File: config.mk
export PLATFORM = sky130hd
export DESIGN_NAME = serial_port_core
export DESIGN_NICKNAME = d
export VERILOG_FILES = /design/src/verilog/data_fifo.v /design/src/verilog/serial_port_core.v
export VERILOG_INCLUDE_DIRS = /design/src /design/src/verilog
export SDC_FILE = /design/constraint.sdc
export NUM_CORES = 1
export LEC_CHECK = 0
export CAP_MARGIN = 20
export CORE_MARGIN = 2
export CORE_UTILIZATION = 25
export DETAILED_ROUTE_END_ITERATION = 12
export DONT_BUFFER_PORTS = 1
export HOLD_SLACK_MARGIN = 0.15
export PLACE_DENSITY = 0.41
export SYNTH_ARGS = -nofsm -noshare
export SYNTH_HDL_FRONTEND = slang
export SYNTH_SLANG_ARGS = --single-unit
File: constraint.sdc
create_clock -name hclk -period 4.9 [get_ports hclk]
set_clock_uncertainty 0.2 [all_clocks]
set_input_delay 0.735 -clock hclk [delete_from_list [all_inputs] [get_ports hclk]]
set_output_delay 0.735 -clock hclk [all_outputs]
set_load 0.005 [all_outputs]
File: src/verilog/serial_port_regs.vh
`ifndef SERIAL_PORT_REGS_VH
`define SERIAL_PORT_REGS_VH

// Register indices; the byte address on the bus is four times the index.
`define CONTROL_IDX 10'h098
`define DATA_BUFFER_IDX 10'h099
`define IRQ_ENABLE_IDX 10'h0a8
`define SLAVE_ADDRESS_IDX 10'h0a9
`define TOP_PRIORITY_IDX 10'h0b8
`define ADDRESS_MASK_IDX 10'h0b9
`define PORT_CONFIG_IDX 10'h0c8
`define BAUD_DIVISOR_IDX 10'h0c9

// Serial control field positions.
`define CTL_MODE_HIGH 7
`define CTL_MODE_LOW 6
`define CTL_MULTIPROC 5
`define CTL_RX_ENABLE 4
`define CTL_TX_NINTH 3
`define CTL_RX_NINTH 2
`define CTL_TX_DONE 1
`define CTL_RX_DONE 0

// Interrupt enable and priority field positions.
`define IE_GLOBAL 7
`define IE_SERIAL 4
`define PRI_SERIAL_TOP 4
`define PRI_UNUSED_BIT 7

// Port configuration field positions.
`define CFG_FE_SELECT 0

// Reset values.
`define CONTROL_RESET 8'h00
`define IRQ_ENABLE_RESET 8'h00
`define SLAVE_ADDRESS_RESET 8'h00
`define ADDRESS_MASK_RESET 8'h00
`define TOP_PRIORITY_RESET 7'h00
`define BAUD_DIVISOR_RESET 16'h0364

// Timing: oscillator cycles per serial bit.
`define SHIFT_DIVIDE 16'h000c
`define SHIFT_DIVIDE_FAST 16'h0004
`define FIXED_DIVIDE 16'h0040
`define BAUD_DIVISOR_MIN 16'h0002

// Frame lengths in bit times, counting the start bit where there is one.
`define SHIFT_BITS 4'h8
`define TEN_BIT_FRAME 4'ha
`define ELEVEN_BIT_FRAME 4'hb

`endif
File: src/verilog/data_fifo.v
module data_fifo #(
  parameter WIDTH = 8,
  parameter DEPTH = 8
) (
  input wire hclk,
  input wire hresetn,
  input wire in_valid,
  output wire in_ready,
  input wire [WIDTH-1:0] in_data,
  output wire out_valid,
  input wire out_ready,
  output wire [WIDTH-1:0] out_data
);
  localparam AW = (DEPTH > 1) ? $clog2(DEPTH) : 1;
  localparam integer DEPTH_INT = DEPTH;
  localparam integer LAST_INT = DEPTH - 1;
  localparam [AW:0] FULL = DEPTH_INT[AW:0];
  localparam [AW-1:0] LAST = LAST_INT[AW-1:0];

  reg [WIDTH-1:0] mem [0:DEPTH-1];
  reg [AW-1:0] wr_ptr_reg;
  reg [AW-1:0] rd_ptr_reg;
  reg [AW:0] count_reg;
  wire push;
  wire pop;

  assign in_ready = (count_reg != FULL);
  assign out_valid = (count_reg != {(AW+1){1'b0}});
  assign out_data = mem[rd_ptr_reg];
  assign push = in_valid & in_ready;
  assign pop = out_valid & out_ready;

  always @(posedge hclk) begin
    if (push) begin
      mem[wr_ptr_reg] <= in_data;
    end
  end

  always @(posedge hclk or negedge hresetn) begin
    if (!hresetn) begin
      wr_ptr_reg <= {AW{1'b0}};
      rd_ptr_reg <= {AW{1'b0}};
      count_reg <= {(AW+1){1'b0}};
    end else begin
      if (push) begin
        wr_ptr_reg <= (wr_ptr_reg == LAST) ? {AW{1'b0}} : wr_ptr_reg + 1'b1;
      end
      if (pop) begin
        rd_ptr_reg <= (rd_ptr_reg == LAST) ? {AW{1'b0}} : rd_ptr_reg + 1'b1;
      end
      if (push & !pop) begin
        count_reg <= count_reg + 1'b1;
      end else if (pop & !push) begin
        count_reg <= count_reg - 1'b1;
      end
    end
  end
endmodule

File: src/verilog/serial_port_core.v
`include "serial_port_regs.vh"

// Behaviour
// - Shift mode clocks at oscillator/12 unless multiprocessor.
// - Receive only while receive enable set.
// - Eleven-bit modes send software ninth bit.
// - Eleven-bit modes store received ninth bit.
// - Ten-bit mode stores stop bit as ninth.
// - Transmit done at stop start, sticky.
// - Receive done mid stop bit, sticky.
// - Data location: read receive, write transmit.
// - Interrupt needs serial and global enable.
// - Top priority bit raises serial interrupt level.
// - Two mode bits select four modes.
// - Multiprocessor suppresses receive done on mismatch in eleven-bit modes, on bad stop in ten-bit mode.
// - Masked address match gates the interrupt.
// - Framing error flag on bad stop.
module serial_port_core (
  input wire hclk,
  input wire hresetn,
  input wire hsel,
  input wire [31:0] haddr,
  input wire [1:0] htrans,
  input wire hwrite,
  input wire [2:0] hsize,
  input wire [31:0] hwdata,
  input wire hready,
  output reg [31:0] hrdata,
  output reg hreadyout,
  output reg hresp,
  input wire rxd_in,
  output reg rxd_out,
  output reg rxd_oe,
  output reg txd,
  output reg serial_irq,
  output reg serial_irq_top
);
  localparam TX_IDLE = 1'b0;
  localparam TX_SEND = 1'b1;
  localparam RX_IDLE = 2'b00;
  localparam RX_START = 2'b01;
  localparam RX_FRAME = 2'b10;
  localparam RX_SHIFT = 2'b11;
  localparam [7:0] CONTROL_INIT = `CONTROL_RESET;

  reg pend_reg;
  reg pend_write_reg;
  reg [9:0] pend_idx_reg;
  reg mode_high_reg;
  reg mode_low_reg;
  reg multiproc_enable_reg;
  reg rx_enable_reg;
  reg tx_ninth_bit_reg;
  reg rx_ninth_bit_reg;
  reg tx_done_flag_reg;
  reg rx_done_flag_reg;
  reg framing_error_flag_reg;
  reg framing_error_select_reg;
  reg [7:0] rx_data_reg;
  reg [7:0] irq_enable_reg;
  reg [7:0] slave_address_reg;
  reg [7:0] slave_address_mask_reg;
  reg [6:0] top_priority_reg;
  reg [15:0] baud_reg;
  reg [31:0] rd_value;
  reg tx_state_reg;
  reg [10:0] tx_frame_reg;
  reg [3:0] tx_left_reg;
  reg [15:0] tx_timer_reg;
  reg [1:0] rx_state_reg;
  reg [9:0] rx_sr_reg;
  reg [3:0] rx_left_reg;
  reg [15:0] rx_timer_reg;
  reg rx_meta_reg;
  reg rx_sync_reg;
  reg rx_sync2_reg;
  reg rx_level_reg;
  reg rx_prev_reg;

  wire take = hsel & htrans[1] & hready & hreadyout;
  wire addr_hit = (haddr[31:12] == 20'h0_0000);
  wire data_sel = pend_write_reg & (pend_idx_reg == `DATA_BUFFER_IDX);
  wire fifo_in_ready;
  wire fifo_out_valid;
  wire [7:0] fifo_out_data;
  wire fifo_out_ready = (tx_state_reg == TX_IDLE);
  // A transmit write into a full buffer holds the bus until a slot frees.
  wire stall = pend_reg & data_sel & !fifo_in_ready;
  wire wr_en = pend_reg & pend_write_reg & !stall;
  wire ctl_wr = wr_en & (pend_idx_reg == `CONTROL_IDX);
  wire fifo_in_valid = pend_reg & data_sel;

  // Mode decode: 00 shift, 01 ten-bit, 10 fixed eleven-bit, 11 eleven-bit.
  wire mode0 = !mode_high_reg & !mode_low_reg;
  wire mode1 = !mode_high_reg & mode_low_reg;
  wire mode2 = mode_high_reg & !mode_low_reg;
  wire [15:0] baud_eff = (baud_reg < `BAUD_DIVISOR_MIN) ? `BAUD_DIVISOR_MIN : baud_reg;
  wire [15:0] shift_div = multiproc_enable_reg ? `SHIFT_DIVIDE_FAST : `SHIFT_DIVIDE;
  wire [15:0] bit_period = mode0 ? shift_div : (mode2 ? `FIXED_DIVIDE : baud_eff);
  wire [15:0] bit_last = bit_period - 16'h0001;
  wire [15:0] bit_half = {1'b0, bit_period[15:1]};

  wire tx_tick = (tx_state_reg == TX_SEND) & (tx_timer_reg >= bit_last);
  wire tx_done_set = tx_tick & (mode0 ? (tx_left_reg == 4'h1) : (tx_left_reg == 4'h2));
  wire tx_sclk = (tx_timer_reg >= bit_half);

  wire rx_tick = (rx_timer_reg >= bit_last);
  wire rx_sclk = (rx_timer_reg >= bit_half);
  wire rx_last = rx_tick & (rx_left_reg == 4'h1);
  wire [7:0] rx_byte = mode1 ? rx_sr_reg[9:2] : rx_sr_reg[8:1];
  wire rx_ninth_in = mode1 ? rx_level_reg : rx_sr_reg[9];
  wire rx_stop = rx_level_reg;
  wire addr_match = (((rx_byte ^ slave_address_reg) & slave_address_mask_reg) == 8'h00);
  // A frame is kept only if the receive done flag is clear and the filter passes.
  wire mp_pass = mode1 ? (!multiproc_enable_reg | rx_stop)
               : (!multiproc_enable_reg | (rx_ninth_in & addr_match));
  wire frame_end = (rx_state_reg == RX_FRAME) & rx_last;
  wire shift_end = (rx_state_reg == RX_SHIFT) & rx_last;
  wire rx_accept = frame_end & !rx_done_flag_reg & mp_pass;
  wire rx_done_set = rx_accept | (shift_end & !rx_done_flag_reg);
  wire fe_set = frame_end & !rx_stop;

  data_fifo #(.WIDTH(8), .DEPTH(8)) tx_fifo (
    .hclk(hclk),
    .hresetn(hresetn),
    .in_valid(fifo_in_valid),
    .in_ready(fifo_in_ready),
    .in_data(hwdata[7:0]),
    .out_valid(fifo_out_valid),
    .out_ready(fifo_out_ready),
    .out_data(fifo_out_data)
  );

  always @* begin
    rd_value = 32'h0000_0000;
    case (pend_idx_reg)
      `CONTROL_IDX: rd_value[7:0] = {framing_error_select_reg ? framing_error_flag_reg : mode_high_reg,
                                     mode_low_reg, multiproc_enable_reg, rx_enable_reg,
                                     tx_ninth_bit_reg, rx_ninth_bit_reg,
                                     tx_done_flag_reg, rx_done_flag_reg};
      `DATA_BUFFER_IDX: rd_value[7:0] = rx_data_reg;
      `IRQ_ENABLE_IDX: rd_value[7:0] = irq_enable_reg;
      `SLAVE_ADDRESS_IDX: rd_value[7:0] = slave_address_reg;
      `TOP_PRIORITY_IDX: rd_value[7:0] = {1'b1, top_priority_reg};
      `ADDRESS_MASK_IDX: rd_value[7:0] = slave_address_mask_reg;
      `PORT_CONFIG_IDX: rd_value[`CFG_FE_SELECT] = framing_error_select_reg;
      `BAUD_DIVISOR_IDX: rd_value[15:0] = baud_reg;
      default: rd_value = 32'h0000_0000;
    endcase
  end

  // Each transfer takes one wait state, more while a transmit write stalls; the data phase completes a cycle later.
  always @(posedge hclk or negedge hresetn) begin
    if (!hresetn) begin
      pend_reg <= 1'b0;
      pend_write_reg <= 1'b0;
      pend_idx_reg <= 10'h000;
      hreadyout <= 1'b1;
      hrdata <= 32'h0000_0000;
      hresp <= 1'b0;
    end else begin
      hresp <= 1'b0;
      if (take) begin
        pend_reg <= 1'b1;
        pend_write_reg <= hwrite;
        pend_idx_reg <= addr_hit ? haddr[11:2] : 10'h3ff;
        hreadyout <= 1'b0;
      end else if (pend_reg & !stall) begin
        pend_reg <= 1'b0;
        hreadyout <= 1'b1;
        if (!pend_write_reg) begin
          hrdata <= rd_value;
        end
      end
    end
  end

  always @(posedge hclk or negedge hresetn) begin
    if (!hresetn) begin
      {mode_high_reg, mode_low_reg, multiproc_enable_reg, rx_enable_reg} <= CONTROL_INIT[7:4];
      tx_ninth_bit_reg <= 1'b0;
      rx_ninth_bit_reg <= 1'b0;
      tx_done_flag_reg <= 1'b0;
      rx_done_flag_reg <= 1'b0;
      framing_error_flag_reg <= 1'b0;
      framing_error_select_reg <= 1'b0;
      rx_data_reg <= 8'h00;
      irq_enable_reg <= `IRQ_ENABLE_RESET;
      slave_address_reg <= `SLAVE_ADDRESS_RESET;
      slave_address_mask_reg <= `ADDRESS_MASK_RESET;
      top_priority_reg <= `TOP_PRIORITY_RESET;
      baud_reg <= `BAUD_DIVISOR_RESET;
    end else begin
      if (ctl_wr) begin
        if (!framing_error_select_reg) begin
          mode_high_reg <= hwdata[`CTL_MODE_HIGH];
        end
        mode_low_reg <= hwdata[`CTL_MODE_LOW];
        multiproc_enable_reg <= hwdata[`CTL_MULTIPROC];
        rx_enable_reg <= hwdata[`CTL_RX_ENABLE];
        tx_ninth_bit_reg <= hwdata[`CTL_TX_NINTH];
      end
      // Hardware sets win over a software write in the same cycle.
      tx_done_flag_reg <= (ctl_wr ? hwdata[`CTL_TX_DONE] : tx_done_flag_reg) | tx_done_set;
      rx_done_flag_reg <= (ctl_wr ? hwdata[`CTL_RX_DONE] : rx_done_flag_reg) | rx_done_set;
      framing_error_flag_reg <= ((ctl_wr & framing_error_select_reg) ? hwdata[`CTL_MODE_HIGH]
                                 : framing_error_flag_reg) | fe_set;
      if (rx_accept) begin
        rx_data_reg <= rx_byte;
        rx_ninth_bit_reg <= rx_ninth_in;
      end else if (shift_end & !rx_done_flag_reg) begin
        rx_data_reg <= {rx_level_reg, rx_sr_reg[9:3]};
      end else if (ctl_wr) begin
        rx_ninth_bit_reg <= hwdata[`CTL_RX_NINTH];
      end
      if (wr_en) begin
        case (pend_idx_reg)
          `IRQ_ENABLE_IDX: irq_enable_reg <= hwdata[7:0];
          `SLAVE_ADDRESS_IDX: slave_address_reg <= hwdata[7:0];
          `TOP_PRIORITY_IDX: top_priority_reg <= hwdata[6:0];
          `ADDRESS_MASK_IDX: slave_address_mask_reg <= hwdata[7:0];
          `PORT_CONFIG_IDX: framing_error_select_reg <= hwdata[`CFG_FE_SELECT];
          `BAUD_DIVISOR_IDX: baud_reg <= hwdata[15:0];
          default: baud_reg <= baud_reg;
        endcase
      end
    end
  end

  // Transmitter: frames are shifted out LSB first from the buffer.
  always @(posedge hclk or negedge hresetn) begin
    if (!hresetn) begin
      tx_state_reg <= TX_IDLE;
      tx_frame_reg <= 11'h7ff;
      tx_left_reg <= 4'h0;
      tx_timer_reg <= 16'h0000;
    end else begin
      case (tx_state_reg)
        TX_IDLE: begin
          tx_timer_reg <= 16'h0000;
          if (fifo_out_valid) begin
            if (mode0) begin
              tx_frame_reg <= {3'b111, fifo_out_data};
              tx_left_reg <= `SHIFT_BITS;
            end else if (mode1) begin
              tx_frame_reg <= {2'b11, fifo_out_data, 1'b0};
              tx_left_reg <= `TEN_BIT_FRAME;
            end else begin
              tx_frame_reg <= {1'b1, tx_ninth_bit_reg, fifo_out_data, 1'b0};
              tx_left_reg <= `ELEVEN_BIT_FRAME;
            end
            tx_state_reg <= TX_SEND;
          end
        end
        TX_SEND: begin
          if (tx_tick) begin
            tx_timer_reg <= 16'h0000;
            tx_frame_reg <= {1'b1, tx_frame_reg[10:1]};
            tx_left_reg <= tx_left_reg - 4'h1;
            if (tx_left_reg == 4'h1) begin
              tx_state_reg <= TX_IDLE;
            end
          end else begin
            tx_timer_reg <= tx_timer_reg + 16'h0001;
          end
        end
        default: tx_state_reg <= TX_IDLE;
      endcase
    end
  end

  // The line is filtered: a level counts once the second and third stages agree.
  always @(posedge hclk or negedge hresetn) begin
    if (!hresetn) begin
      rx_meta_reg <= 1'b1;
      rx_sync_reg <= 1'b1;
      rx_sync2_reg <= 1'b1;
      rx_level_reg <= 1'b1;
      rx_prev_reg <= 1'b1;
    end else begin
      rx_meta_reg <= rxd_in;
      rx_sync_reg <= rx_meta_reg;
      rx_sync2_reg <= rx_sync_reg;
      if (rx_sync_reg == rx_sync2_reg) begin
        rx_level_reg <= rx_sync2_reg;
      end
      rx_prev_reg <= rx_level_reg;
    end
  end

  // Receiver: dropping the enable aborts any frame in progress.
  always @(posedge hclk or negedge hresetn) begin
    if (!hresetn) begin
      rx_state_reg <= RX_IDLE;
      rx_sr_reg <= 10'h000;
      rx_left_reg <= 4'h0;
      rx_timer_reg <= 16'h0000;
    end else if (!rx_enable_reg) begin
      rx_state_reg <= RX_IDLE;
      rx_timer_reg <= 16'h0000;
    end else begin
      case (rx_state_reg)
        RX_IDLE: begin
          rx_timer_reg <= 16'h0000;
          if (mode0) begin
            // Shift-mode reception waits for the shared data line to be free.
            if (!rx_done_flag_reg & (tx_state_reg == TX_IDLE) & !fifo_out_valid) begin
              rx_state_reg <= RX_SHIFT;
              rx_left_reg <= `SHIFT_BITS;
            end
          end else if (rx_prev_reg & !rx_level_reg) begin
            rx_state_reg <= RX_START;
          end
        end
        RX_START: begin
          if (rx_timer_reg >= bit_half) begin
            rx_timer_reg <= 16'h0000;
            rx_left_reg <= mode1 ? (`TEN_BIT_FRAME - 4'h1) : (`ELEVEN_BIT_FRAME - 4'h1);
            rx_state_reg <= rx_level_reg ? RX_IDLE : RX_FRAME;
          end else begin
            rx_timer_reg <= rx_timer_reg + 16'h0001;
          end
        end
        RX_FRAME, RX_SHIFT: begin
          if (rx_tick) begin
            rx_timer_reg <= 16'h0000;
            rx_sr_reg <= {rx_level_reg, rx_sr_reg[9:1]};
            rx_left_reg <= rx_left_reg - 4'h1;
            if (rx_left_reg == 4'h1) begin
              rx_state_reg <= RX_IDLE;
            end
          end else begin
            rx_timer_reg <= rx_timer_reg + 16'h0001;
          end
        end
        default: rx_state_reg <= RX_IDLE;
      endcase
    end
  end

  // Pins and interrupt leave from flops; the extra stage delays pins equally.
  always @(posedge hclk or negedge hresetn) begin
    if (!hresetn) begin
      txd <= 1'b1;
      rxd_out <= 1'b1;
      rxd_oe <= 1'b0;
      serial_irq <= 1'b0;
      serial_irq_top <= 1'b0;
    end else begin
      if (mode0) begin
        txd <= (tx_state_reg == TX_SEND) ? tx_sclk
             : ((rx_state_reg == RX_SHIFT) ? rx_sclk : 1'b1);
      end else begin
        txd <= (tx_state_reg == TX_SEND) ? tx_frame_reg[0] : 1'b1;
      end
      rxd_out <= tx_frame_reg[0];
      rxd_oe <= mode0 & (tx_state_reg == TX_SEND);
      serial_irq <= irq_enable_reg[`IE_GLOBAL] & irq_enable_reg[`IE_SERIAL]
                    & (tx_done_flag_reg | rx_done_flag_reg);
      serial_irq_top <= irq_enable_reg[`IE_GLOBAL] & irq_enable_reg[`IE_SERIAL]
                        & top_priority_reg[`PRI_SERIAL_TOP]
                        & (tx_done_flag_reg | rx_done_flag_reg);
    end
  end
endmodule

==> results summary, run 1 <==
The final-layout setup total negative slack is 0 ps. The maximum operating frequency is about 220 MHz. Along the worst path, the maximum fanout reaches 11. The power dissipated by switching net loads came out at approximately 1.6 mW. The number of nets in the finished design came out at about 1.3k.

The clock transition at the register clock pins on the worst setup and hold paths after CTS came out at 60 ps. The number of global-route vias before repair is slightly below 9k. For this design the ratio of total power to cell area is approximately 380 nW/um2. The number of maximum-capacitance violations is 0. By area the synthesized netlist is led by sky130_fd_sc_hd__dfrtp_1 (30%), sky130_fd_sc_hd__edfxtp_1 (15%), sky130_fd_sc_hd__ha_1 (7.3%).

The overall die area is roughly 52000 um2. The number of vias per cell is between 4 and 5. The critical path arrival came out at 4900 ps.

Leaving out fill and tap cells, the most frequent cell in the layout is sky130_fd_sc_hd__dfrtp_1. The mean routed wirelength per cell came out at approximately 18 um. The flip-flop count of the largest register, all copies and words added is 64. In the final routing, the length of wire on met1 measures about 16000 um.

The total area of multi-input combinational cells is just under 6000 um2. The y dimension of the die came out at roughly 230 um. Synthesis instantiated 83 different standard cells from the library. The Yosys step of the flow raised 0 warnings. Entering global routing, the biggest net connects between 150 and 200 pins. The width of the die came out at approximately 230 um. The first-pass GRT wire length is about 54000 um. The total count of max-transition violations in the final report is 0. The worst IR drop on VDD came out at between 0.0002 and 0.00025 V. The total track usage is between 10% and 20%. The top flip-flop cell by instance count after synthesis is sky130_fd_sc_hd__dfrtp_1. Counting every instance in the synthesized netlist gives between 1k and 1.5k. The switching power as a share of total power is between 20% and 30%. The static leakage came out at slightly above 6 nW. The detailed router used layers up to and including met4.

The run finished with clean final reports. The final number of hold-violating endpoints came out at 0. The clock insertion delay at the later pin of the skew report is roughly 570 ps. The flop and latch count out of synthesis is 240.

Once the floorplan was initialized, standard cells occupied between 20% and 30% of the core. Registers take 6355 um2. Sequential cells were found to cover 50.58% of the synthesized design area.

The fraction of power consumed by sequential logic came out at 44.3%. STA classifies the critical path startpoint as a flop. The clock power share is approximately two fifths. The via count is approximately 8.7k. The deepest level of the CTS H-tree is 1. The number of cell rows is between 80 and 90. The library cells used most frequently in the layout, excluding fill and tap cells, are sky130_fd_sc_hd__dfrtp_1 (153), sky130_fd_sc_hd__nand2_1 (125), sky130_fd_sc_hd__nor2_1 (79). The area overhead of the layout relative to synthesis is 17.81%. In this run the count of I/O pins placed on the die edge is 114. The post-DP HPWL came out at between 20000 and 25000 um.

The synthesized design contains between 60 and 70 enable-type register cells. The number of antenna violations at the first check in global routing came out at 0. The length of routed met2 wiring came out at 15550 um. For the finished layout, the period the worst path requires is roughly 4600 ps. The post-route fraction of the period consumed by the critical path is around 95%. The layout cell share with drive strength beyond 1 came out at 17.63%.

The number of inserted diodes came out at 0. The setup path with the least slack is of type flop to flop. TritonCTS created 29 clock buffers. Setup violations remaining at the end of the flow were counted as 0. The placeable core region is roughly 50000 um2. The kind of end point of the critical path is a flop. The detailed-routing iteration count for the pre-antenna-repair pass is 5. The largest total area in the synthesized netlist belongs to sky130_fd_sc_hd__dfrtp_1. Each instance of the synthesized netlist takes up on average ~11 um2. The deepest clock path buffer count came out at 3. The internal power came out at 4.075 mW. The design draws around 5.7 mW. The congestion estimate from routability-driven global placement came to around 0.76.

The slew at the pin with the worst max-slew slack came out at approximately 1000 ps. The total number of clock tree sinks is between 200 and 250. Per report_power, the combinational group accounts for roughly 17% of the total. The tightest slew margin relative to the limit is between 30 and 40%. The detailed router finished its first iteration with between 500 and 600 violations. The required time at the worst-slack endpoint came out at about 5200 ps. The top cell type by area accounts for between 30% and 40% of the synthesized area.

The min-delay analysis places its worst path in the category flop to flop. The total detailed-routing wirelength came out at 33860 um. The total congestion overflow is 0. The delay of the slowest cell on the worst path is between 400 and 500 ps. The remaining antenna violation count is 0. The post-detailed-route DRC marker count came out at 0. The met3 layer wire length in the routed design came out at around 1400 um.

During placement, the flow inserted port buffers numbering 0. The cell at the root of the clock tree is sky130_fd_sc_hd__clkbuf_16. tx_fifo.mem holds more flip-flops than any other register. The layout has around 5.2k filler cells. The signal on the critical path passes through nor4_4 -> nand2_1 -> or2_2 -> inv_1 -> o21ai_0 -> ha_1 -> buf_4 -> nand3_1 -> xnor2_1 -> ha_1 -> a21o_1 -> a21o_1 -> a221o_1 -> o31ai_2 -> a21oi_2 -> buf_4 -> o211ai_1 -> buf_6 -> mux2_2. The async set-reset flop share out of synthesis is 73.33%. After synthesis the cells add up to between 10000 and 15000 um2. The TritonCTS clock tree is yes. Setup repair after global routing left no endpoint under its margin. For this design, the slowest cell found on the critical path is sky130_fd_sc_hd__dfrtp_1.
power by group through the flow:
| stage | Sequential, mW | Combinational (mW) | Clock, mW |
|---|---|---|---|
| floorplan | 2.44 | 0.748 | 0 |
| global placement | 2.56 | 0.869 | 0 |
| detailed placement | 2.56 | 0.886 | 0 |
| CTS | 2.53 | 0.962 | 2.30 |
| global route | 2.56 | 1.09 | 2.39 |
| finish | 2.52 | 0.943 | 2.22 |
routing by layer:
layer,vias to the layer above,track usage (%)
met5,-,0
met4,0,3.023
met3,39,2.313
met2,175,20.96
met1,4321,18.18
li1,4176,-
synthesized netlist by cell type (all sizes together), types with 5 or more instances:
cell type  instances
nor2              79
and3              15
mux2i             13
a222oi             9
mux4              16
inv               34
a21o              19
a2bb2oi            5
nand4              5
edfxtp            64
a311o              6
mux2              66
and2               5
dfrtp            153
o21ai             47
o211ai             6
o22a              10
nor4              13
xor2              22
nand2            125
a21oi             37
nand3             36
nor2b              8
a22oi             10
nor3              16
buf               32
ha                73
nand2b            15
a221oi             7
dfstp             23
xnor2             24
a31oi             20
clkbuf            23
o31ai              6
path summary, 6_finish.rpt:
| check | from | endpoint | cells past startpoint | slack (ps) |
|---|---|---|---|---|
| setup / recovery | baud_reg[1] | rx_sr_reg[3] | 19 | 260 |
| hold / removal | rx_meta_reg | rx_sync_reg | 0 | 160 |
| setup reg to reg | baud_reg[1] | rx_sr_reg[3] | 19 | 260 |
| hold reg to reg | rx_meta_reg | rx_sync_reg | 0 | 160 |
| max in group asynchronous | hresetn | pend_idx_reg[1] | 2 | 3080 |
| min in group asynchronous | hresetn | baud_reg[10] | 2 | 650 |
area by class of cell:
type,count,area share [%]
Sequential cell,240,42.94
Multi-Input combinational cell,790,39.61
Tap cell,672,5.681
Clock buffer,45,5.656
Timing Repair Buffer,72,4.303
Clock inverter,9,0.9299
Inverter,35,0.8877
metrics by stage:
step | std cells | setup slack, ps | hold slack [ps] | utilization (%) | instance area (um2)
after detailed placement | 1778 | 120.1 | 149.6 | 27.01 | 13470
after global routing | 1863 | 2.247 | 162.1 | 29.68 | 14800
final | 1863 | 257.8 | 155.9 | 29.68 | 14800
after CTS | 1862 | 101.3 | 157.8 | 29.60 | 14760
after floorplan | 1120 | 446.7 | 145.2 | - | 12620
after global placement | 1778 | 148.7 | 147.0 | 27.01 | 13470
timing repair:
item                                    4_1_cts  5_1_grt
endpoints found under the setup margin        0       37
gates resized for setup                       0        5
hold endpoints to repair                    308        0
hold buffers                                 30        0
setup buffers                                 0        1
critical path, delay by kind of cell, from the launching register on:
kind / cells / cell delay (ps)
xor gates and xnor gates: 1 / 170
adders and majority gates: 2 / 540
and+or+nand+nor: 4 / 850
muxes: 1 / 340
AOI/OAI and AO/OA: 7 / 1390
buffers and inverters: 4 / 590
DFF: 1 / 430
cell families after synthesis:
logic type,Yosys count,synth area share (%)
compound gates,218,12.22
xor+xnor,46,3.207
fa+ha+maj,75,7.509
buf+inv,90,3.515
flops,240,50.58
mux,95,9.820
other cells,1,0.02985
simple gates,339,13.12
No activity file was read; power rests on OpenSTA's default activity.
==> inputs of run 2 (changes only) <==
--- a/config.mk
+++ b/config.mk
@@ -11,8 +11,10 @@
 export CORE_UTILIZATION = 25
 export DETAILED_ROUTE_END_ITERATION = 12
 export DONT_BUFFER_PORTS = 1
+export GPL_ROUTABILITY_DRIVEN = 0
 export HOLD_SLACK_MARGIN = 0.15
 export PLACE_DENSITY = 0.41
 export SYNTH_ARGS = -nofsm -noshare
 export SYNTH_HDL_FRONTEND = slang
+export SYNTH_HIERARCHICAL = 1
 export SYNTH_SLANG_ARGS = --single-unit
==> run 2 against run 1 <==
Via count is 2.5% higher. Critical path depth increased by 2. Setup slack improved by 4.2 ps. Die area increased by 2.0%. Utilization increased by 0.14 points. Synthesized area rose by 2.1%. Clock power about the same. Largest cell class unchanged. Largest power group unchanged.
==> results summary, run 2 <==
The tightest slew margin relative to the limit is between 30% and 40%. The post-route fraction of the period consumed by the critical path came out at 94.65%. In this run the cell area of the synthesized design comes to between 10000 and 15000 um2. STA classifies the critical path endpoint as a flop. The startpoint identified for the worst register-to-register timing path is baud_reg[11]. The shortest period the worst path allows is 4638 ps. The y dimension of the die is roughly 230 um. The share of Yosys cell area claimed by the top area cell type came out at between 20 and 30%. Setup violations remaining at the end of the flow were counted as 0.

The register with the most flip-flops in the final layout is tx_fifo/mem. Sorting the synthesized cells by area gives the leading types as sky130_fd_sc_hd__dfrtp_1 (30%), sky130_fd_sc_hd__edfxtp_1 (15%), sky130_fd_sc_hd__ha_1 (7.1%). In this run the power density over the cells is just under 400 nW/um2. The clock insertion delay at the later pin of the skew report came out at approximately 590 ps. The initial core utilization came out at between 20 and 30%. STA classifies the critical path startpoint as a flop. The library cell used most frequently in the layout, excluding fill and tap cells, is sky130_fd_sc_hd__dfrtp_1. The via count came out at 8933. Cells fill between 20% and 30% of the core in the end. The flow ran to the end, and the final reports show no timing, DRC or antenna violations. The slew at the pin with the worst max-slew slack came out at ~1000 ps. The remaining antenna violation count is 0. The number of maximum-capacitance violations is 0. During placement, the flow inserted port buffers numbering 0. The layout cell share with drive strength beyond 1 is between 10% and 20%. Row generation in the floorplan step produced 83 rows.

The flip-flop count of the largest register, all copies and words added is 64. Among cell families on the critical path, the largest total delay comes from simple AND/OR/NAND/NOR gates. No sink is reached through more buffers than the 3 on the longest clock path. The DRC marker count from the first detailed-route iteration is around 460. The total track usage came out at a little over an eighth. Summed over all failing endpoints, the final setup total negative slack is 0 ps. The width of the die came out at approximately 230 um. The path type of the worst min-delay path is flop to flop. The TritonCTS clock tree is yes. The async set-reset flop share out of synthesis is between 70% and 80%. In the synthesized netlist the dominant register cell turns out to be sky130_fd_sc_hd__dfrtp_1. The static leakage came out at 6.213 nW. The worst-case register-to-register setup slack came out at 260 ps. The count of buffer and inverter cells on the critical path came out at 1.

After detailed routing, the average wire length per cell comes to between 15 and 20 um. The most critical setup path has its startpoint at baud_reg[11]. The deepest level of the CTS H-tree is 1.

In the post-synthesis netlist, the cell with the most instances is sky130_fd_sc_hd__dfrtp_1. The die covers approximately 53000 um2. The yosys synthesis warning count came out at 6. The total design power is 5.854 mW.

In the layout the commonest cells are sky130_fd_sc_hd__dfrtp_1 (153), sky130_fd_sc_hd__nand2_1 (112), sky130_fd_sc_hd__nor2_1 (78). The number of nets in the finished design came out at 1326. In this run the most critical hold path is launched from rx_meta_reg. After clock tree synthesis, the clock-pin slew on the worst setup and hold paths is about 60 ps. Synthesis inferred between 200 and 250 register bits. IR analysis of the VDD net gives a maximum drop of ~0.00028 V. Each instance of the synthesized netlist takes up on average between 10 and 15 um2. The count of pins on the block boundary is ~110.

The total congestion overflow came out at 0. Of the synthesized area, sequential elements account for about half. The count of flip-flops with a built-in enable after synthesis is 64.

In this design, the stage delay of the slowest critical-path cell is 430 ps. The number of vias per cell came out at between 4 and 5. The total detailed-routing wirelength is approximately 36000 um. The placed instances occupy a cell area of 13800 um2. The HPWL after detailed placement is between 20000 and 25000 um. The critical path arrival came out at 4910 ps. The number of antenna violations at the first check in global routing came to 3. The tree is rooted in a sky130_fd_sc_hd__clkbuf_16. Walking the worst path, the cells encountered are or3_4 -> nor4_4 -> nand2_1 -> or2_2 -> nand3_2 -> ha_4 -> nand2_1 -> nor3_2 -> xor2_1 -> nand2_1 -> ha_4 -> a21o_1 -> a21oi_2 -> a21boi_1 -> a31o_1 -> a41oi_2 -> o31ai_2 -> buf_4 -> or2_1 -> o21a_1 -> o221a_2.

The maximum fanout along the worst path is 6. The number of clock buffers added by TritonCTS is 31. The final instance area came out at around 15000 um2. The commonest cells after synthesis are sky130_fd_sc_hd__dfrtp_1 (153), sky130_fd_sc_hd__nand2_1 (112), sky130_fd_sc_hd__nor2_1 (78). After technology mapping, the gate count stands at between 1k and 1.5k.

The worst setup path is of the flop to flop kind. STA puts the critical path data required time at slightly above 5000 ps. The area overhead of the layout relative to synthesis came out at 18.57%.

Static timing analysis puts the maximum clock frequency at between 200 and 250 MHz. The first detailed-routing pass ran for 5 iterations. The maximum number of pins on one net before global-route repair came out at ~180.

The slowest library cell on the worst path is sky130_fd_sc_hd__or3_4. The most prevalent standard cell on the critical path is sky130_fd_sc_hd__nand2_1. The post-detailed-route DRC marker count came out at 0.

The total number of clock tree sinks came out at 240. The number of distinct library cells after synthesis came out at 96. After floorplanning, the core was sized to cover approximately 51000 um2. The total count of max-transition violations in the final report came out at 0.

The first-pass GRT wire length is roughly 56000 um. The number of global-route vias before repair is around 9k. The final number of hold-violating endpoints came to 0. The biggest area contributor in the post-synthesis netlist is sky130_fd_sc_hd__dfrtp_1. Hold timing on the final database bottoms out at a slack of ~160 ps.
run 2: cell type report:
class / count / area (um2)
Inverter: 24 / 90.09
Antenna cell: 1 / 2.502
Clock buffer: 44 / 864.6
Tap cell: 680 / 850.8
Fill cell: 5232 / 35790
Clock inverter: 14 / 110.1
Multi-Input combinational cell: 800 / 6181
Sequential cell: 240 / 6355
Timing Repair Buffer: 80 / 750.7
run 2: routing by layer:
metal	wire [um]	GRT usage, %
met1	17210	18.98
met2	16280	21.40
met3	1479	2.372
met4	666	2.903
met5	13	0
run 2: per-stage QoR:
stage | instances | setup WS [ps]
after global routing | 1883 | -14.14
after CTS | 1879 | 53.67
after global placement | 1791 | -3.316
after floorplan | 1120 | 378.2
after detailed placement | 1791 | -54.82
final | 1883 | 262.1
run 2: worst paths after layout:
| kind | end | depth (start not counted) |
|---|---|---|
| setup reg to reg | tx_left_reg[1] | 21 |
| hold reg to reg | rx_sync_reg | 0 |
| min in group asynchronous | rx_timer_reg[12] | 2 |
| max in group asynchronous | hrdata[0] | 2 |
| hold / removal | rx_sync_reg | 0 |
| setup / recovery | tx_left_reg[1] | 21 |
run 2: cells by family (layout without fill, tap and decap cells):
group | Yosys count | after routing | synth area share, %
XOR/XNOR | 50 | 50 | 3.415
AND/OR/NAND/NOR | 344 | 344 | 13.13
flip-flops | 240 | 240 | 49.56
other | 1 | 18 | 0.02924
adder cells (fa/ha/maj) | 75 | 75 | 7.357
buffers and inverters | 80 | 162 | 3.278
AO/OA/AOI/OAI | 179 | 179 | 9.894
multiplexers | 135 | 135 | 13.34
run 2: power by group:
part	internal, mW	total (mW)	switching (mW)	leakage [nW]
sequential	2.30	2.58	0.276	2.70
combinational	0.556	1.08	0.525	3.03
clock	1.28	2.20	0.920	0.477
total	4.13	5.85	1.72	6.21
run 2: what timing repair did:
action,4_1_cts,5_1_grt
hold buffers,30,0
gates resized for setup,2,13
gates cloned,0,0
pin swaps,0,4
setup buffers,0,2
endpoints found under the setup margin,2,70
hold endpoints to repair,309,0
==> inputs of run 3 (changes only) <==
==> constraint.sdc (replaced) <==
create_clock -name hclk -period 5.3 [get_ports hclk]
set_clock_uncertainty 0.2 [all_clocks]
set_input_delay 0.795 -clock hclk [delete_from_list [all_inputs] [get_ports hclk]]
set_output_delay 0.795 -clock hclk [all_outputs]
set_load 0.005 [all_outputs]
==> run 3 against run 2 <==
Clock power fell by 5%. Sequential power fell by 7%. Sequential share of layout area rose by 0.56 points. Critical path depth fell by 2. Highest routed layer unchanged.
==> results summary, run 3 (same netlist as run 2, synthesis figures left out) <==
The area overhead of the layout relative to synthesis came out at 17.01%. The initial core utilization is 25.15%. The post-route fraction of the period consumed by the critical path is between 90 and 100%. The number of antenna violations at the first check in global routing came out at 3. The shortest period the worst path allows came out at 4913 ps.

The post-detailed-route DRC marker count came out at 0. The number of inserted diodes came out at 0. In this run the critical register-to-register path is captured at tx_left_reg[1]. The worst-case register-to-register setup slack is 390 ps. The number of global-route vias before repair came out at around 9k. The mean routed wirelength per cell came out at between 15 and 20 um. The kind of start point of the critical path is a flop. The total area of multi-input combinational cells is about 6100 um2. The number of standard cells in the layout, taps in and fillers out is about 1.9k. Setup repair after global routing left no endpoint under its margin.

The deepest clock path buffer count came out at 3. The number of nets in the finished design is 1302. The final layout contains routed wiring with a total length of 35310 um. The internal power came out at 3.879 mW. The critical path arrival came out at just over 5000 ps.

The placeable core region is 50990 um2. The clock insertion delay at the later pin of the skew report came out at roughly 580 ps. The total track usage is a little over an eighth. The worst setup path is of the flop to flop kind. Data on the critical path is required at its endpoint by approximately 5600 ps.

The maximum fanout along the worst path is 21. The total congestion overflow came out at 0. In this run, the clock network consumes between 30% and 40% of the power. The width of the die is ~230 um.

The library cell used most frequently in the layout, excluding fill and tap cells, is sky130_fd_sc_hd__dfrtp_1. For the final routed database, the setup TNS stands at 0 ps. The analysis attributes to net switching a power of between 1.5 and 2 mW. The die covers about 53000 um2. The flow ran to the end, and the final reports show no timing, DRC or antenna violations.

The cell at the root of the clock tree is sky130_fd_sc_hd__clkbuf_16. Detailed placement finished with a half-perimeter wire length of between 20000 and 25000 um. The final number of hold-violating endpoints is 0. The register area came out at between 6000 and 7000 um2. The flip-flop count of the largest register, all copies and words added is 64. After detailed placement, the design holds a cell count of roughly 1.8k. The largest register by flop count is tx_fifo/mem. The clock transition at the register clock pins on the worst setup and hold paths after CTS is about 60 ps. The detailed-routing iteration count for the pre-antenna-repair pass is 5. The number of cell rows came out at slightly above 80. At the pin with the least slew margin, the transition time is between 1000 and 1500 ps. The layout cell share with drive strength beyond 1 came out at 17.91%.

The DRC marker count from the first detailed-route iteration came out at 501. The worst register-to-register path begins at baud_reg[9]. The total number of clock tree sinks came out at between 200 and 250. The post-CTS setup buffer count is 0.

TritonCTS built the clock tree. Dividing the detail-routed via count by the number of cells gives between 4 and 5. The min-delay analysis places its worst path in the category flop to flop. The start point of the critical path is baud_reg[9]. The worst IR drop on VDD is around 0.00025 V.

The via count is between 8k and 9k. The number of buffers created by CTS came out at 31. The top cell types in the final layout, fill and taps aside, are sky130_fd_sc_hd__dfrtp_1 (153), sky130_fd_sc_hd__nand2_1 (112), sky130_fd_sc_hd__nor2_1 (78). CTS built an H-tree with a depth of 1.

The tool flagged a number of max-cap violations equal to 0. The total design power came out at around 5.5 mW. The remaining antenna violation count is 0. The total count of max-transition violations in the final report is 0. The first-pass GRT wire length came out at 55100 um.

Measured against its own limit, the worst slew margin works out to between 30% and 40%. The static leakage came out at 6.097 nW. The number of cells on the worst reg-to-reg path is 19. Setup violations remaining at the end of the flow were counted as 0. The maximum operating frequency is approximately 200 MHz. The switching power as a share of total power came out at slightly below 30%.

The fraction of power consumed by sequential logic came out at a little over two fifths. STA classifies the critical path endpoint as a flop. The proportion of power drawn by combinational gates came out at ~18%. In this run the vertical extent of the chip is around 230 um. Entering global routing, the biggest net connects 177 pins. The layout has 5276 filler cells.

~110 I/O pins were placed. The number of port buffers came out at 0. Dividing total power by cell area gives a power density of between 300 and 400 nW/um2. The most critical setup path has its endpoint at tx_left_reg[1].
==> run 3: what timing repair did <==
item / in CTS / in global routing
gates resized for setup: 0 / 5
hold buffers: 31 / 0
setup endpoints to repair: 0 / 30
hold endpoints to repair: 306 / 0
==> run 3: layout make-up <==
cell class,instances,share of cell area [%]
Multi-Input combinational cell,800,40.94
Sequential cell,240,42.35
Clock buffer,42,5.846
Tap cell,680,5.670
Timing Repair Buffer,56,3.652
Clock inverter,16,0.9340
Inverter,24,0.6004
==> run 3: power by group through the flow <==
stage	combinational, mW	sequential, mW	clock [mW]
after global placement	0.847	2.46	0
after detailed placement	0.862	2.46	0
after CTS	0.938	2.43	2.17
after global routing	1.11	2.43	2.24
final	0.978	2.39	2.10
after floorplan	0.787	2.30	0
==> run 3: worst min-delay path by stage <==
stage	depth (start not counted)	endpoint	from	slack, ps
final	0	rx_sync_reg	rx_meta_reg	160
after CTS	2	tx_done_flag_reg	hwdata[1]	160
after global routing	0	rx_sync_reg	rx_meta_reg	170
after floorplan	0	rx_sync_reg	rx_meta_reg	150
after global placement	0	rx_sync_reg	rx_meta_reg	150
after detailed placement	0	rx_sync_reg	rx_meta_reg	150
==> run 3: through the flow <==
step / cell area [um2] / util (%) / setup WS, ps / hold WS (ps)
final: 15000 / 29.43 / 386.5 / 162.5
after global routing: 15000 / 29.43 / 66.96 / 169.4
after CTS: 14950 / 29.31 / 148.8 / 158.8
after detailed placement: 13600 / 26.68 / 198.0 / 153.6
after global placement: 13600 / 26.68 / 247.4 / 150.1
after floorplan: 12880 / - / 778.2 / 145.2
==> run 3: layer usage <==
metal  global-route usage [%]  share of wire (%)  vias up
li1                         -                  -     4166
met1                    19.05                 49     4343
met2                    20.92                 45      153
met3                    2.606                4.5       41
met4                    2.984                1.5        4
met5                        0              0.079        -
==> run 3: worst max-delay path, stage by stage (launching register included) <==
cell,delay [ps]
sky130_fd_sc_hd__dfstp_2,590
sky130_fd_sc_hd__or2_2,250
sky130_fd_sc_hd__nor4_1,80
sky130_fd_sc_hd__nand2_1,110
sky130_fd_sc_hd__nor2_1,50
sky130_fd_sc_hd__o21ai_0,510
sky130_fd_sc_hd__ha_4,270
sky130_fd_sc_hd__nand3_1,140
sky130_fd_sc_hd__xnor2_2,200
sky130_fd_sc_hd__ha_1,300
sky130_fd_sc_hd__a21o_1,160
sky130_fd_sc_hd__a211o_1,280
sky130_fd_sc_hd__a41oi_1,190
sky130_fd_sc_hd__o21ai_0,220
sky130_fd_sc_hd__o21ai_0,260
sky130_fd_sc_hd__o31ai_2,130
sky130_fd_sc_hd__buf_12,170
sky130_fd_sc_hd__or2_1,230
sky130_fd_sc_hd__o21a_1,140
sky130_fd_sc_hd__o221a_2,270
